===== src/rtl/irf_pkg.sv =====
/*
 * constants shared by the interrupt request flag block: register offsets,
 * flag positions, field layouts, reset values and bus answers.
 * assumes a 32-bit axi4-lite register bus with word-aligned registers.
 */
package irf_pkg;
   // ****************************************************************
   // register map (byte addresses)
   // ****************************************************************
   localparam int IRF_AXI_AW = 32;
   localparam logic [31:0] IRF_OFS_REQ_A = 32'h0000_0000;
   localparam logic [31:0] IRF_OFS_REQ_B = 32'h0000_0004;
   localparam logic [31:0] IRF_OFS_WAKE = 32'h0000_0008;
   localparam logic [31:0] IRF_OFS_EDGE = 32'h0000_000C;
   localparam logic [31:0] IRF_OFS_EN_A = 32'h0000_0010;
   localparam logic [31:0] IRF_OFS_EN_B = 32'h0000_0014;
   localparam logic [31:0] IRF_OFS_PIN_EDGE = 32'h0000_0018;
   localparam logic [31:0] IRF_OFS_PIN_ASSIGN = 32'h0000_001C;
   // ****************************************************************
   // flag positions
   // ****************************************************************
   localparam int IRF_BIT_TIMER_A = 7;
   localparam int IRF_BIT_A_FIXED = 5;
   localparam int IRF_BIT_EVENT_PIN = 2;
   localparam int IRF_BIT_WAKE_EN = 5;
   localparam int IRF_BIT_DT = 7;
   localparam int IRF_BIT_CONV = 6;
   localparam int IRF_BIT_TG = 4;
   localparam int IRF_BIT_TFH = 3;
   localparam int IRF_BIT_TFL = 2;
   localparam int IRF_BIT_TC = 1;
   localparam int IRF_BIT_EC = 0;
   // external pins 0,1,2,3 land on these flag bits
   localparam int IRF_EXT_BIT [4] = '{0, 1, 3, 4};
   // ****************************************************************
   // masks and reset values
   // ****************************************************************
   localparam logic [7:0] IRF_REQ_A_MASK = 8'h9F;
   localparam logic [7:0] IRF_REQ_B_MASK = 8'hDF;
   localparam logic [7:0] IRF_EN_A_MASK = 8'hBF;
   localparam logic [7:0] IRF_EN_B_MASK = 8'hDF;
   localparam logic [7:0] IRF_FIXED_ONE = 8'h20;
   localparam logic [7:0] IRF_RST_FLAGS = 8'h00;
   localparam logic [7:0] IRF_RST_EDGE = 8'h00;
   localparam logic [7:0] IRF_RST_EN = 8'h00;
   localparam logic [6:0] IRF_RST_PIN_EDGE = 7'h00;
   localparam logic [15:0] IRF_RST_ASSIGN = 16'h0000;
   // ****************************************************************
   // pin configuration fields
   // ****************************************************************
   localparam int IRF_EVT_MODE_LSB = 4;
   localparam int IRF_CAP_EDGE_BIT = 6;
   localparam int IRF_EVT_ASSIGN_BIT = 4;
   localparam int IRF_CAP_ASSIGN_BIT = 5;
   localparam int IRF_WAKE_ASSIGN_LSB = 8;
   localparam logic [1:0] IRF_EVT_RISE = 2'h1;
   localparam logic [1:0] IRF_EVT_BOTH = 2'h2;
   // ****************************************************************
   // bus answers
   // ****************************************************************
   localparam logic [1:0] IRF_RESP_OKAY = 2'h0;
   localparam logic [1:0] IRF_RESP_SLVERR = 2'h2;
endpackage


===== src/rtl/irf_edge_det.sv =====
/*
 * two-flop synchroniser and edge detector for one pin.
 * assumes the pin is asynchronous to clk_sys; edges are reported only
 * once the pipeline has filled after reset, so an idle-high pin does not
 * look like a rising edge.
 */
`timescale 1ns/1ps
module irf_edge_det (
   input wire logic clk_sys,
   input wire logic nrst,
   input wire logic pin_raw,
   input wire logic rise_en,
   input wire logic fall_en,
   output logic edge_pulse
);
   logic sync_a;
   logic sync_b;
   logic last;
   logic [2:0] fill;

   // ****************************************************************
   // synchroniser, history and fill tracking
   // ****************************************************************
   always_ff @(posedge clk_sys) begin
      if (!nrst) begin
         sync_a <= 1'b0;
         sync_b <= 1'b0;
         last <= 1'b0;
         fill <= 3'h0;
      end else begin
         sync_a <= pin_raw;
         sync_b <= sync_a;
         last <= sync_b;
         fill <= {fill[1:0], 1'b1};
      end
   end

   // one-cycle pulse on the chosen edge(s)
   always_ff @(posedge clk_sys) begin
      if (!nrst) begin
         edge_pulse <= 1'b0;
      end else begin
         edge_pulse <= fill[2] & ((rise_en & sync_b & ~last) |
                                  (fall_en & ~sync_b & last));
      end
   end
endmodule


===== src/rtl/irf_top.sv =====
/*
 * sticky interrupt request flags, wakeup edge select, enables and pin
 * configuration behind an axi4-lite slave.
 * assumes peripheral event inputs are one-cycle pulses or levels on
 * clk_sys; pin inputs are asynchronous and synchronised here.
 */
// Local design decisions: register access over AXI4-Lite and the address map.
// Notes on behaviour
// RULE1: timer a overflow sets flag a bit 7
// RULE2: writing 0 clears flag; 1 keeps it
// RULE3: software writes 0 to reserved bit 6
// RULE4: flag a bit 5 reads 1, unwritable
// RULE5: external pin edge sets its flag
// RULE6: event pin edge sets flag a bit 2
// RULE7: acceptance never clears peripheral flags
// RULE8: sleep direct transfer with enable sets bit 7
// RULE9: conversion end sets converter flag
// RULE10: software writes 0 to reserved bit 5
// RULE11: capture edge or enabled overflow sets timer g
// RULE12: timer f high match by mode sets bit 3
// RULE13: low byte match, 8-bit mode only
// RULE14: timer c over/underflow sets bit 1
// RULE15: event counter overflow by mode sets bit 0
// RULE16: eight wakeup flags set by pin edges
// RULE17: wakeup flags clear only by software
// RULE18: wakeup edge select register, bit per pin
// RULE19: edge select resets to zero
// RULE20: all request flags reset to zero
// RULE21: select 0 falling, 1 rising
// RULE22: request forwarded only while enabled
// RULE23: event pin senses rise, fall or both
// RULE24: hardware set beats same-cycle clear
`timescale 1ns/1ps
module irf_top (
   input wire logic clk_sys,
   input wire logic nrst,
   input wire logic [irf_pkg::IRF_AXI_AW-1:0] s_axi_awaddr,
   input wire logic s_axi_awvalid,
   output logic s_axi_awready,
   input wire logic [31:0] s_axi_wdata,
   input wire logic [3:0] s_axi_wstrb,
   input wire logic s_axi_wvalid,
   output logic s_axi_wready,
   output logic [1:0] s_axi_bresp,
   output logic s_axi_bvalid,
   input wire logic s_axi_bready,
   input wire logic [irf_pkg::IRF_AXI_AW-1:0] s_axi_araddr,
   input wire logic s_axi_arvalid,
   output logic s_axi_arready,
   output logic [31:0] s_axi_rdata,
   output logic [1:0] s_axi_rresp,
   output logic s_axi_rvalid,
   input wire logic s_axi_rready,
   input wire logic timer_a_ovf,
   input wire logic sleep_direct_transfer,
   input wire logic direct_transfer_on,
   input wire logic conversion_start_flag,
   input wire logic timer_g_ovf,
   input wire logic overflow_irq_enable,
   input wire logic timer_f_16bit_mode,
   input wire logic [7:0] timer_f_counter_high,
   input wire logic [7:0] timer_f_compare_high,
   input wire logic [7:0] timer_f_counter_low,
   input wire logic [7:0] timer_f_compare_low,
   input wire logic timer_c_ovf,
   input wire logic timer_c_udf,
   input wire logic event_16bit_mode,
   input wire logic event_count_high_ovf,
   input wire logic event_count_low_ovf,
   input wire logic [3:0] external_irq_pin,
   input wire logic event_counter_irq_pin,
   input wire logic capture_input_pin,
   input wire logic [7:0] wakeup_pin,
   output logic [7:0] irq_request_a,
   output logic [7:0] irq_request_b
);
   import irf_pkg::*;

   logic [7:0] flags_a;
   logic [7:0] flags_b;
   logic [7:0] wakeup_req_flags;
   logic [7:0] wakeup_edge_bits;
   logic [7:0] enable_register_a;
   logic [7:0] enable_register_b;
   logic [6:0] pin_edge_cfg;
   logic [15:0] pin_assign;
   logic [3:0] ext_edge;
   logic [7:0] wake_edge;
   logic evt_edge;
   logic cap_edge;
   logic [7:0] set_a;
   logic [7:0] set_b;
   logic [7:0] set_w;
   logic conv_busy_q;
   logic tfh_hit_q;
   logic tfl_hit_q;
   logic tfh_hit;
   logic tfl_hit;
   logic aw_held;
   logic w_held;
   logic [31:0] aw_addr_q;
   logic [31:0] w_data_q;
   logic [3:0] w_strb_q;
   logic [31:0] wr_addr;
   logic [31:0] wr_data;
   logic wr_lane0;
   logic do_write;
   logic [7:0] keep_a;
   logic [7:0] keep_b;
   logic [7:0] keep_w;
   logic [7:0] wake_sel;

   // ****************************************************************
   // pin edge detection
   // ****************************************************************
   // edge select 1 picks rising, 0 picks falling
   genvar gi;
   generate
      for (gi = 0; gi < 4; gi++) begin : g_ext
         irf_edge_det u_det (
            .clk_sys(clk_sys),
            .nrst(nrst),
            .pin_raw(external_irq_pin[gi]),
            .rise_en(pin_edge_cfg[gi]),
            .fall_en(~pin_edge_cfg[gi]),
            .edge_pulse(ext_edge[gi])
         );
      end
      // RULE21: wakeup edge polarity
      for (gi = 0; gi < 8; gi++) begin : g_wake
         irf_edge_det u_det (
            .clk_sys(clk_sys),
            .nrst(nrst),
            .pin_raw(wakeup_pin[gi]),
            .rise_en(wakeup_edge_bits[gi]),
            .fall_en(~wakeup_edge_bits[gi]),
            .edge_pulse(wake_edge[gi])
         );
      end
   endgenerate

   // RULE23: event pin rise, fall or both
   irf_edge_det u_evt (
      .clk_sys(clk_sys),
      .nrst(nrst),
      .pin_raw(event_counter_irq_pin),
      .rise_en(pin_edge_cfg[IRF_EVT_MODE_LSB +: 2] != 2'h0),
      .fall_en(pin_edge_cfg[IRF_EVT_MODE_LSB +: 2] != IRF_EVT_RISE),
      .edge_pulse(evt_edge)
   );

   irf_edge_det u_cap (
      .clk_sys(clk_sys),
      .nrst(nrst),
      .pin_raw(capture_input_pin),
      .rise_en(pin_edge_cfg[IRF_CAP_EDGE_BIT]),
      .fall_en(~pin_edge_cfg[IRF_CAP_EDGE_BIT]),
      .edge_pulse(cap_edge)
   );

   // ****************************************************************
   // peripheral event conditioning
   // ****************************************************************
   // RULE12: high match depends on timer width
   assign tfh_hit = timer_f_16bit_mode ?
      (timer_f_counter_high == timer_f_compare_high &&
       timer_f_counter_low == timer_f_compare_low) :
      (timer_f_counter_high == timer_f_compare_high);
   // RULE13: low match only in 8-bit mode
   assign tfl_hit = ~timer_f_16bit_mode &
      (timer_f_counter_low == timer_f_compare_low);

   // history so a long match or busy level sets only once
   always_ff @(posedge clk_sys) begin
      if (!nrst) begin
         conv_busy_q <= 1'b0;
         tfh_hit_q <= 1'b0;
         tfl_hit_q <= 1'b0;
      end else begin
         conv_busy_q <= conversion_start_flag;
         tfh_hit_q <= tfh_hit;
         tfl_hit_q <= tfl_hit;
      end
   end

   // set vectors for all three flag registers
   always_comb begin
      set_a = 8'h00;
      set_b = 8'h00;
      // RULE1: timer a overflow
      set_a[IRF_BIT_TIMER_A] = timer_a_ovf;
      // RULE5: assigned external pin edges
      for (int i = 0; i < 4; i++) begin
         set_a[IRF_EXT_BIT[i]] = ext_edge[i] & pin_assign[i];
      end
      // RULE6: assigned event pin edge
      set_a[IRF_BIT_EVENT_PIN] = evt_edge & pin_assign[IRF_EVT_ASSIGN_BIT];
      // RULE8: direct transfer while enabled
      set_b[IRF_BIT_DT] = sleep_direct_transfer & direct_transfer_on;
      // RULE9: busy flag falling ends a conversion
      set_b[IRF_BIT_CONV] = conv_busy_q & ~conversion_start_flag;
      // RULE11: capture edge or enabled overflow
      set_b[IRF_BIT_TG] = (cap_edge & pin_assign[IRF_CAP_ASSIGN_BIT]) |
                          (timer_g_ovf & overflow_irq_enable);
      set_b[IRF_BIT_TFH] = tfh_hit & ~tfh_hit_q;
      set_b[IRF_BIT_TFL] = tfl_hit & ~tfl_hit_q;
      // RULE14: timer c either direction
      set_b[IRF_BIT_TC] = timer_c_ovf | timer_c_udf;
      // RULE15: event counter overflow by mode
      set_b[IRF_BIT_EC] = event_count_high_ovf |
                          (~event_16bit_mode & event_count_low_ovf);
      // RULE16: assigned wakeup pin edges
      set_w = wake_edge & pin_assign[IRF_WAKE_ASSIGN_LSB +: 8];
   end

   // ****************************************************************
   // axi4-lite write channel
   // ****************************************************************
   // address and data are taken in either order, then held until paired
   assign s_axi_awready = ~aw_held & ~s_axi_bvalid;
   assign s_axi_wready = ~w_held & ~s_axi_bvalid;
   assign wr_addr = aw_held ? aw_addr_q : s_axi_awaddr;
   assign wr_data = w_held ? w_data_q : s_axi_wdata;
   assign wr_lane0 = w_held ? w_strb_q[0] : s_axi_wstrb[0];
   assign do_write = (aw_held | s_axi_awvalid) & (w_held | s_axi_wvalid) &
                     ~s_axi_bvalid;

   always_ff @(posedge clk_sys) begin
      if (!nrst) begin
         aw_held <= 1'b0;
         w_held <= 1'b0;
         aw_addr_q <= 32'h0000_0000;
         w_data_q <= 32'h0000_0000;
         w_strb_q <= 4'h0;
      end else if (do_write) begin
         aw_held <= 1'b0;
         w_held <= 1'b0;
      end else begin
         if (s_axi_awvalid && s_axi_awready) begin
            aw_held <= 1'b1;
            aw_addr_q <= s_axi_awaddr;
         end
         if (s_axi_wvalid && s_axi_wready) begin
            w_held <= 1'b1;
            w_data_q <= s_axi_wdata;
            w_strb_q <= s_axi_wstrb;
         end
      end
   end

   // response one cycle after the pair, slverr off the map
   always_ff @(posedge clk_sys) begin
      if (!nrst) begin
         s_axi_bvalid <= 1'b0;
         s_axi_bresp <= IRF_RESP_OKAY;
      end else if (do_write) begin
         s_axi_bvalid <= 1'b1;
         s_axi_bresp <= mapped(wr_addr) ? IRF_RESP_OKAY : IRF_RESP_SLVERR;
      end else if (s_axi_bready) begin
         s_axi_bvalid <= 1'b0;
      end
   end

   function automatic logic mapped(input logic [31:0] a);
      mapped = a[31:5] == 27'h0 && a[1:0] == 2'h0;
   endfunction

   // ****************************************************************
   // request flags
   // ****************************************************************
   // RULE2: zero bits clear, one bits keep
   always_comb begin
      keep_a = 8'hFF;
      keep_b = 8'hFF;
      keep_w = 8'hFF;
      if (do_write && wr_lane0) begin
         if (wr_addr == IRF_OFS_REQ_A) keep_a = wr_data[7:0];
         if (wr_addr == IRF_OFS_REQ_B) keep_b = wr_data[7:0];
         if (wr_addr == IRF_OFS_WAKE) keep_w = wr_data[7:0];
      end
   end

   // RULE24: or-ing the set after the clear lets the set win
   // RULE7: nothing but a software write clears these
   // RULE17: wakeup flags share the same path
   always_ff @(posedge clk_sys) begin
      if (!nrst) begin
         // RULE20: flags start clear
         flags_a <= IRF_RST_FLAGS;
         flags_b <= IRF_RST_FLAGS;
         wakeup_req_flags <= IRF_RST_FLAGS;
      end else begin
         flags_a <= ((flags_a & keep_a) | set_a) & IRF_REQ_A_MASK;
         flags_b <= ((flags_b & keep_b) | set_b) & IRF_REQ_B_MASK;
         wakeup_req_flags <= (wakeup_req_flags & keep_w) | set_w;
      end
   end

   // ****************************************************************
   // control registers
   // ****************************************************************
   // RULE18: plain read/write edge select
   always_ff @(posedge clk_sys) begin
      if (!nrst) begin
         // RULE19: edge select starts at zero
         wakeup_edge_bits <= IRF_RST_EDGE;
         enable_register_a <= IRF_RST_EN;
         enable_register_b <= IRF_RST_EN;
         pin_edge_cfg <= IRF_RST_PIN_EDGE;
         pin_assign <= IRF_RST_ASSIGN;
      end else if (do_write) begin
         // reserved enable bits are masked so they always stay 0
         if (wr_addr == IRF_OFS_EDGE && wr_lane0)
            wakeup_edge_bits <= wr_data[7:0];
         if (wr_addr == IRF_OFS_EN_A && wr_lane0)
            enable_register_a <= wr_data[7:0] & IRF_EN_A_MASK;
         if (wr_addr == IRF_OFS_EN_B && wr_lane0)
            enable_register_b <= wr_data[7:0] & IRF_EN_B_MASK;
         if (wr_addr == IRF_OFS_PIN_EDGE && wr_lane0)
            pin_edge_cfg <= wr_data[6:0];
         if (wr_addr == IRF_OFS_PIN_ASSIGN && wr_lane0)
            pin_assign[7:0] <= wr_data[7:0];
         if (wr_addr == IRF_OFS_PIN_ASSIGN && s_axi_wstrb_hi())
            pin_assign[15:8] <= wr_data[15:8];
      end
   end

   function automatic logic s_axi_wstrb_hi();
      s_axi_wstrb_hi = w_held ? w_strb_q[1] : s_axi_wstrb[1];
   endfunction

   // ****************************************************************
   // axi4-lite read channel
   // ****************************************************************
   assign s_axi_arready = ~s_axi_rvalid;

   // RULE4: fixed one merged into the read view
   always_ff @(posedge clk_sys) begin
      if (!nrst) begin
         s_axi_rvalid <= 1'b0;
         s_axi_rdata <= 32'h0000_0000;
         s_axi_rresp <= IRF_RESP_OKAY;
      end else if (s_axi_arvalid && s_axi_arready) begin
         s_axi_rvalid <= 1'b1;
         s_axi_rresp <= mapped(s_axi_araddr) ? IRF_RESP_OKAY :
                        IRF_RESP_SLVERR;
         unique case (s_axi_araddr)
            IRF_OFS_REQ_A: s_axi_rdata <= {24'h0, flags_a | IRF_FIXED_ONE};
            IRF_OFS_REQ_B: s_axi_rdata <= {24'h0, flags_b};
            IRF_OFS_WAKE: s_axi_rdata <= {24'h0, wakeup_req_flags};
            IRF_OFS_EDGE: s_axi_rdata <= {24'h0, wakeup_edge_bits};
            IRF_OFS_EN_A: s_axi_rdata <= {24'h0, enable_register_a};
            IRF_OFS_EN_B: s_axi_rdata <= {24'h0, enable_register_b};
            IRF_OFS_PIN_EDGE: s_axi_rdata <= {25'h0, pin_edge_cfg};
            IRF_OFS_PIN_ASSIGN: s_axi_rdata <= {16'h0, pin_assign};
            default: s_axi_rdata <= 32'h0000_0000;
         endcase
      end else if (s_axi_rready) begin
         s_axi_rvalid <= 1'b0;
      end
   end

   // ****************************************************************
   // request forwarding
   // ****************************************************************
   // the wakeup group shares one enable at bit 5 of the first register
   assign wake_sel = {2'h0, |wakeup_req_flags, 5'h00};

   // RULE22: only enabled flags are forwarded
   always_ff @(posedge clk_sys) begin
      if (!nrst) begin
         irq_request_a <= 8'h00;
         irq_request_b <= 8'h00;
      end else begin
         irq_request_a <= (flags_a | wake_sel) & enable_register_a;
         irq_request_b <= flags_b & enable_register_b;
      end
   end
endmodule


===== config.mk =====
export PLATFORM = sky130hd
export DESIGN_NAME = irf_top
export DESIGN_NICKNAME = d
export VERILOG_FILES = /design/src/rtl/irf_pkg.sv /design/src/rtl/irf_edge_det.sv /design/src/rtl/irf_top.sv
export SDC_FILE = /design/constraint.sdc
export NUM_CORES = 1
export LEC_CHECK = 0
export CORE_MARGIN = 3
export CORE_UTILIZATION = 40
export DETAILED_ROUTE_END_ITERATION = 12
export DONT_BUFFER_PORTS = 1
export PLACE_DENSITY = 0.53
export SYNTH_ARGS = -nofsm -noshare
export SYNTH_HDL_FRONTEND = slang
export SYNTH_HIERARCHICAL = 1
export SYNTH_SLANG_ARGS = --single-unit

===== constraint.sdc =====
create_clock -name clk_sys -period 2.1 [get_ports clk_sys]
set_input_delay 0.21 -clock clk_sys [delete_from_list [all_inputs] [get_ports clk_sys]]
set_output_delay 0.21 -clock clk_sys [all_outputs]
set_load 0.02 [all_outputs]

# [Word level (Yosys, flattened, before mapping)]
# Cells that the tools add are included.
[totals] ff_bits=276 out_inout_bits=57 word_cells=359
[classes] eq_ne=17 mux=32 bitwise=168 reduce_logical=32
[op_table] operator="32-bit by 5-bit equality test with 1-bit output (second input constant)" count=8
[op_table] operator="32-bit by 4-bit equality test with 1-bit output (second input constant)" count=4
[op_table] operator="16-bit case mux with 8 select lines" count=1
[op_table] operator="1-bit bitwise AND" count=87
[op_table] operator="32-bit by 3-bit equality test with 1-bit output (second input constant)" count=2
[op_table] operator="32-bit zero test" count=2
[op_table] operator="27-bit zero test" count=2
[op_table] operator="1-bit inverter" count=52
[op_table] operator="8-bit bitwise AND" count=6
[op_table] operator="8-bit two-way mux" count=6
[op_table] operator="32-bit two-way mux" count=1
[op_table] operator="8-bit OR" count=3
[op_table] operator="1-bit two-way mux" count=21
[op_table] operator="1-bit OR" count=19
[op_table] operator="8-bit equality test" count=2
[op_table] operator="16-bit two-way mux" count=1
[op_table] operator="2-bit AND reduction" count=8
[op_table] operator="1-bit logical AND" count=13
[op_table] operator="8-bit by 6-bit OR with 8-bit output" count=1
[op_table] operator="8-bit OR reduction" count=1
[op_table] operator="2-bit nonzero test" count=3
[op_table] operator="2-bit zero test" count=2
[op_table] operator="2-bit two-way mux" count=2
[op_table] operator="2-bit by 1-bit != test with 1-bit output (second input constant)" count=1
[op_table] operator="2-bit OR reduction" count=1

# [Longest topological paths before layout]
[logic_depth] depth_word=7 mapped_depth=8

# [Modules after synthesis]
# Netlist, hierarchy kept.
[by_module_without_submodules] mod="irf_top" instances=1 cells_per_inst=805 area_per_inst_um2=7111.8
[by_module_without_submodules] mod="irf_edge_det" instances=14 cells_per_inst=16 area_per_inst_um2=198.9

# [Worst setup path after synthesis]
# No wires, ideal clock.
[synth_timing] kind="register to register" startpoint="reg aw_held" endpoint="reg wakeup_req_flags[0]" setup_time_ns=0.134 arrival_time_ns=1.723 setup_slack_ns=0.243 stages_incl_launch_ff=7 synth_period_minus_slack_ns=1.857 path_cell_list="dfxtp_1 buf_6 mux2i_1 and3_1 and3_1 clkbuf_1 a311oi_1"
[synth_between] elab_chain_cells=7 word_cells_on_any_way=10
[synth_lines] item="from (decl)" line_no="irf_top.sv:99" rtl="logic aw_held;"
[synth_lines] item="from (signal assigned)" line_no="irf_top.sv:230" rtl="aw_held <= 1'b0;"
[synth_lines] item="from (signal assigned)" line_no="irf_top.sv:236" rtl="aw_held <= 1'b0;"
[synth_lines] item="from (signal assigned)" line_no="irf_top.sv:240" rtl="aw_held <= 1'b1;"
[synth_lines] item="parallel branches: the longest is 4 deep, another holds 32-bit two-way mux"
[synth_lines] item="8-bit two-way mux (*)" line_no="irf_top.sv:276" rtl="if (do_write && wr_lane0) begin"
[synth_lines] item="8-bit bitwise AND (*)" line_no="irf_top.sv:295" rtl="wakeup_req_flags <= (wakeup_req_flags & keep_w) | set_w;"
[synth_lines] item="8-bit OR (*)" line_no="irf_top.sv:295"
[synth_lines] item="to (signal assigned)" line_no="irf_top.sv:295"
[synth_lines] item="to (decl)" line_no="irf_top.sv:81" rtl="logic [7:0] wakeup_req_flags;"
# Mark *: on every way between the ends.
# A chain may end at the register's enable or synchronous reset.

# [Worst setup path in the final report]
[layout_timing] startpoint="reg aw_held" endpoint="reg wakeup_edge_bits[0]"
[layout_between] elab_chain_cells=4 word_cells_on_any_way=7
[layout_lines] item="32-bit two-way mux or 1-bit OR (tied branches)" line_no="irf_top.sv:222, irf_top.sv:225"
[layout_lines] item="32-bit by 4-bit equality test with 1-bit output or 1-bit bitwise AND (tied branches)" line_no="irf_top.sv:313, irf_top.sv:225"
[layout_lines] item="1-bit logical AND or 1-bit bitwise AND (tied branches)" line_no="irf_top.sv:313, irf_top.sv:225"
[layout_lines] item="2-bit AND reduction (no source line) (*)"
[layout_lines] item="to (signal assigned)" line_no="irf_top.sv:314" rtl="wakeup_edge_bits <= wr_data[7:0];"
[layout_lines] item="to (decl)" line_no="irf_top.sv:82" rtl="logic [7:0] wakeup_edge_bits;"
# Every way passes the cells marked *; elsewhere a longest branch is shown, timed or not.

==> out/results.tsv <==
metric	value	unit
outcome	finished clean	
synth-async-reset-ratio	0	%
grt_pass1_wl	42000	um
clkTransAtPathRegs	60	ps
worst-path-max-fanout	11	
arrival	2420	ps
synth_top_family_by_area	simple AND/OR/NAND/NOR gates	
cts_tree	yes	
path_delay_family	simple AND/OR/NAND/NOR gates	
fin_worst_skew	18.2	ps
max_cap_violations	0	
h-tree-depth	1	
critPathKind	flop to flop	
clk_latency	530	ps
use_met1	27.1	%
clock-sinks	253	
post-route-drc-count	0	
power	0.0108	W
finalCritPeriodShare	93.4	%
place_congestion	0.820	
synth_area	9900	um^2
finalNetCount	1348	
fmax	510	MHz
critPathLaunch	aw_held$_SDFFE_PP0P_	
track_usage	20.1	%
synth_area_per_cell	9.62	um^2
multi_input_area	4520	um^2
pre_cts_ws	-72.5	ps
worst-path-buf-inv	2	
gr-max-usage-layer	met2	
antenna_found_initial	1	
mostFrequentLayoutCells	252 x dfxtp_1, 194 x nand2_1, 120 x dlygate4sd3_1	
crit_chain	buf_4 > nor3_1 > a32o_1 > and4_1 > and3_1 > buf_12 > mux2i_1	
maxSlewHeadroom	50.4	%
holdWs	11.9	ps
worst_pin_slew	744	ps
slew_viol_final	0	
worst_path_largest_cell_delay	390	ps
grt-ovfl-total	0	
p_leak	4.93	nW
synthAdderAreaFrac	0	%
synth-xor-area-share	1.42	%
firstDrtPassIters	5	
drive_above_1_share	13.3	%
drt_iter0_markers	639	
setup_ws	140	ps
peakVddDrop	521	uV
clk_path_buf_depth	3	
vias	7969	
synth-main-ff-cell	dfxtp_1	
crit_slowest_cell	dfxtp_4	
grt_pass1_vias	7496	
area_delta_synth_final	28.0	%
port_buffers	0	
postSynthCellCount	1029	
core-area	23900	um^2
grt_max_degree	137	
synth_cell_types	54	
synth-compound-area-share	12.2	%
synth_area_leaders	dfxtp_1 51%, nand2_1 7.4%, mux2i_1 5.9%	
synth_area_leader_cell	dfxtp_1	
setup_tns	0	ps
cts-root-buf	clkbuf_16	
mostFrequentLayoutCell	dfxtp_1	
synth_edf_count	0	
dp_hpwl	18600	um
numCtsBuffers	27	
use_met2	33.5	%
hold_violations	0	
ys_warn_count	6	
fp-row-count	56	
use_met3	3.85	%
num_io_pins	222	
synth-simple-area-share	21.3	%
min_from	s_axi_wdata[13]	
min_period	1960	ps
synth_mux_area_share	9.28	%
setup_viol	0	
nFillCells	2180	
start_kind	flop	
vias_per_cell	5.23	
hold_class	input pin to flop	
dieArea	26700	um^2
start_util	41.4	%
ys_seq_area_share	51.2	%
synth_top_cell_area_share	51.2	%
critPathRequiredTime	2560	ps
die_h	163	um
cellPowerDensity	851	nW/um^2
end_kind	flop	
ys_ff_latch	253	
wl	27800	um
r2r-start	aw_held$_SDFFE_PP0P_	
ant_nets	0	
routedWlPerCell	18.3	um
regArea	5070	um^2
dieWidth	163	um
where the power goes:
group,switching (W),internal (W),leakage [nW],total (W)
Sequential,0.0000763,0.00494,2.06,0.00502
Clock,0.00191,0.00293,0.451,0.00485
Combinational,0.000472,0.000435,2.42,0.000908
Total,0.00246,0.00831,4.93,0.0108
final timing paths:
path                                            to  slack (ps)  cells after the start
max               wakeup_edge_bits[0]$_SDFFE_PN0P_         140                      7
min reg2reg  g_wake[1].u_det/edge_pulse$_SDFF_PN0_         420                      2
min                    pin_assign[13]$_SDFFE_PN0P_          10                      2
max reg2reg       wakeup_edge_bits[0]$_SDFFE_PN0P_         140                      7
registers in the layout, indices dropped and copies added (netlist names), 8 cells and up:
name / count
aw_addr_q: 32
g_ext.u_det/fill: 12
g_wake.u_det/edge_pulse: 8
g_wake.u_det/fill: 24
g_wake.u_det/last: 8
g_wake.u_det/sync_a: 8
g_wake.u_det/sync_b: 8
pin_assign: 16
s_axi_rdata: 16
w_data_q: 16
wakeup_edge_bits: 8
wakeup_req_flags: 8
Yosys cell counts, drive strengths merged (3+ instances only):
cell,count
dfxtp,253
nand2,195
a21oi,90
and2,71
mux2i,58
buf,38
clkbuf,32
nand3b,30
and3,21
inv,21
nor2,21
nor4,20
o21ai,16
nor3,15
a41oi,14
xor2,13
a211oi,11
nand4,11
a311oi,10
mux2,10
mux4,10
a22o,9
o22a,8
a31o,6
nand3,6
nand2b,4
nor2b,4
a31oi,3
nor3b,3
nor4b,3
xnor2,3
final cells by class:
type / count / share of cell area [%]
antenna: 1 / 0.0198
clock buffer: 35 / 5.73
clock inverter: 15 / 1.46
inverter: 21 / 0.622
multi-input combinational: 704 / 35.7
sequential: 253 / 40.0
tap: 319 / 3.15
timing repair buffer: 176 / 13.3
layer usage:
metal | vias to the layer above | share of wire [%]
met5 | - | 0
met4 | 0 | 2.1
met3 | 38 | 6.9
met2 | 255 | 47
met1 | 3797 | 44
li1 | 3879 | -
per-stage QoR:
step                      cells  utilization (%)  instance area [um^2]
after floorplan            1048                -                  9970
after global placement     1351             43.7                 10400
after detailed placement   1351             43.7                 10400
after CTS                  1522             52.6                 12600
after global routing       1524             53.0                 12700
final                      1524             53.0                 12700
cells by family (layout without fill, tap and decap cells):
| logic type | count (synthesis) | after routing |
|---|---|---|
| other | 1 | 21 |
| and+or+nand+nor | 412 | 412 |
| DFF | 253 | 253 |
| xor gates and xnor gates | 16 | 16 |
| muxes | 78 | 78 |
| AOI/OAI and AO/OA | 178 | 178 |
| buffers and inverters | 91 | 247 |
timing repair:
item | CTS | global route
gates resized for setup | 1 | 14
endpoints found under the setup margin | 28 | 46
hold endpoints to repair | 228 | 0
setup buffers | 0 | 1
hold buffers | 121 | 0
pin swaps | 0 | 6
Note: power is estimated with default switching activity, not from simulation.
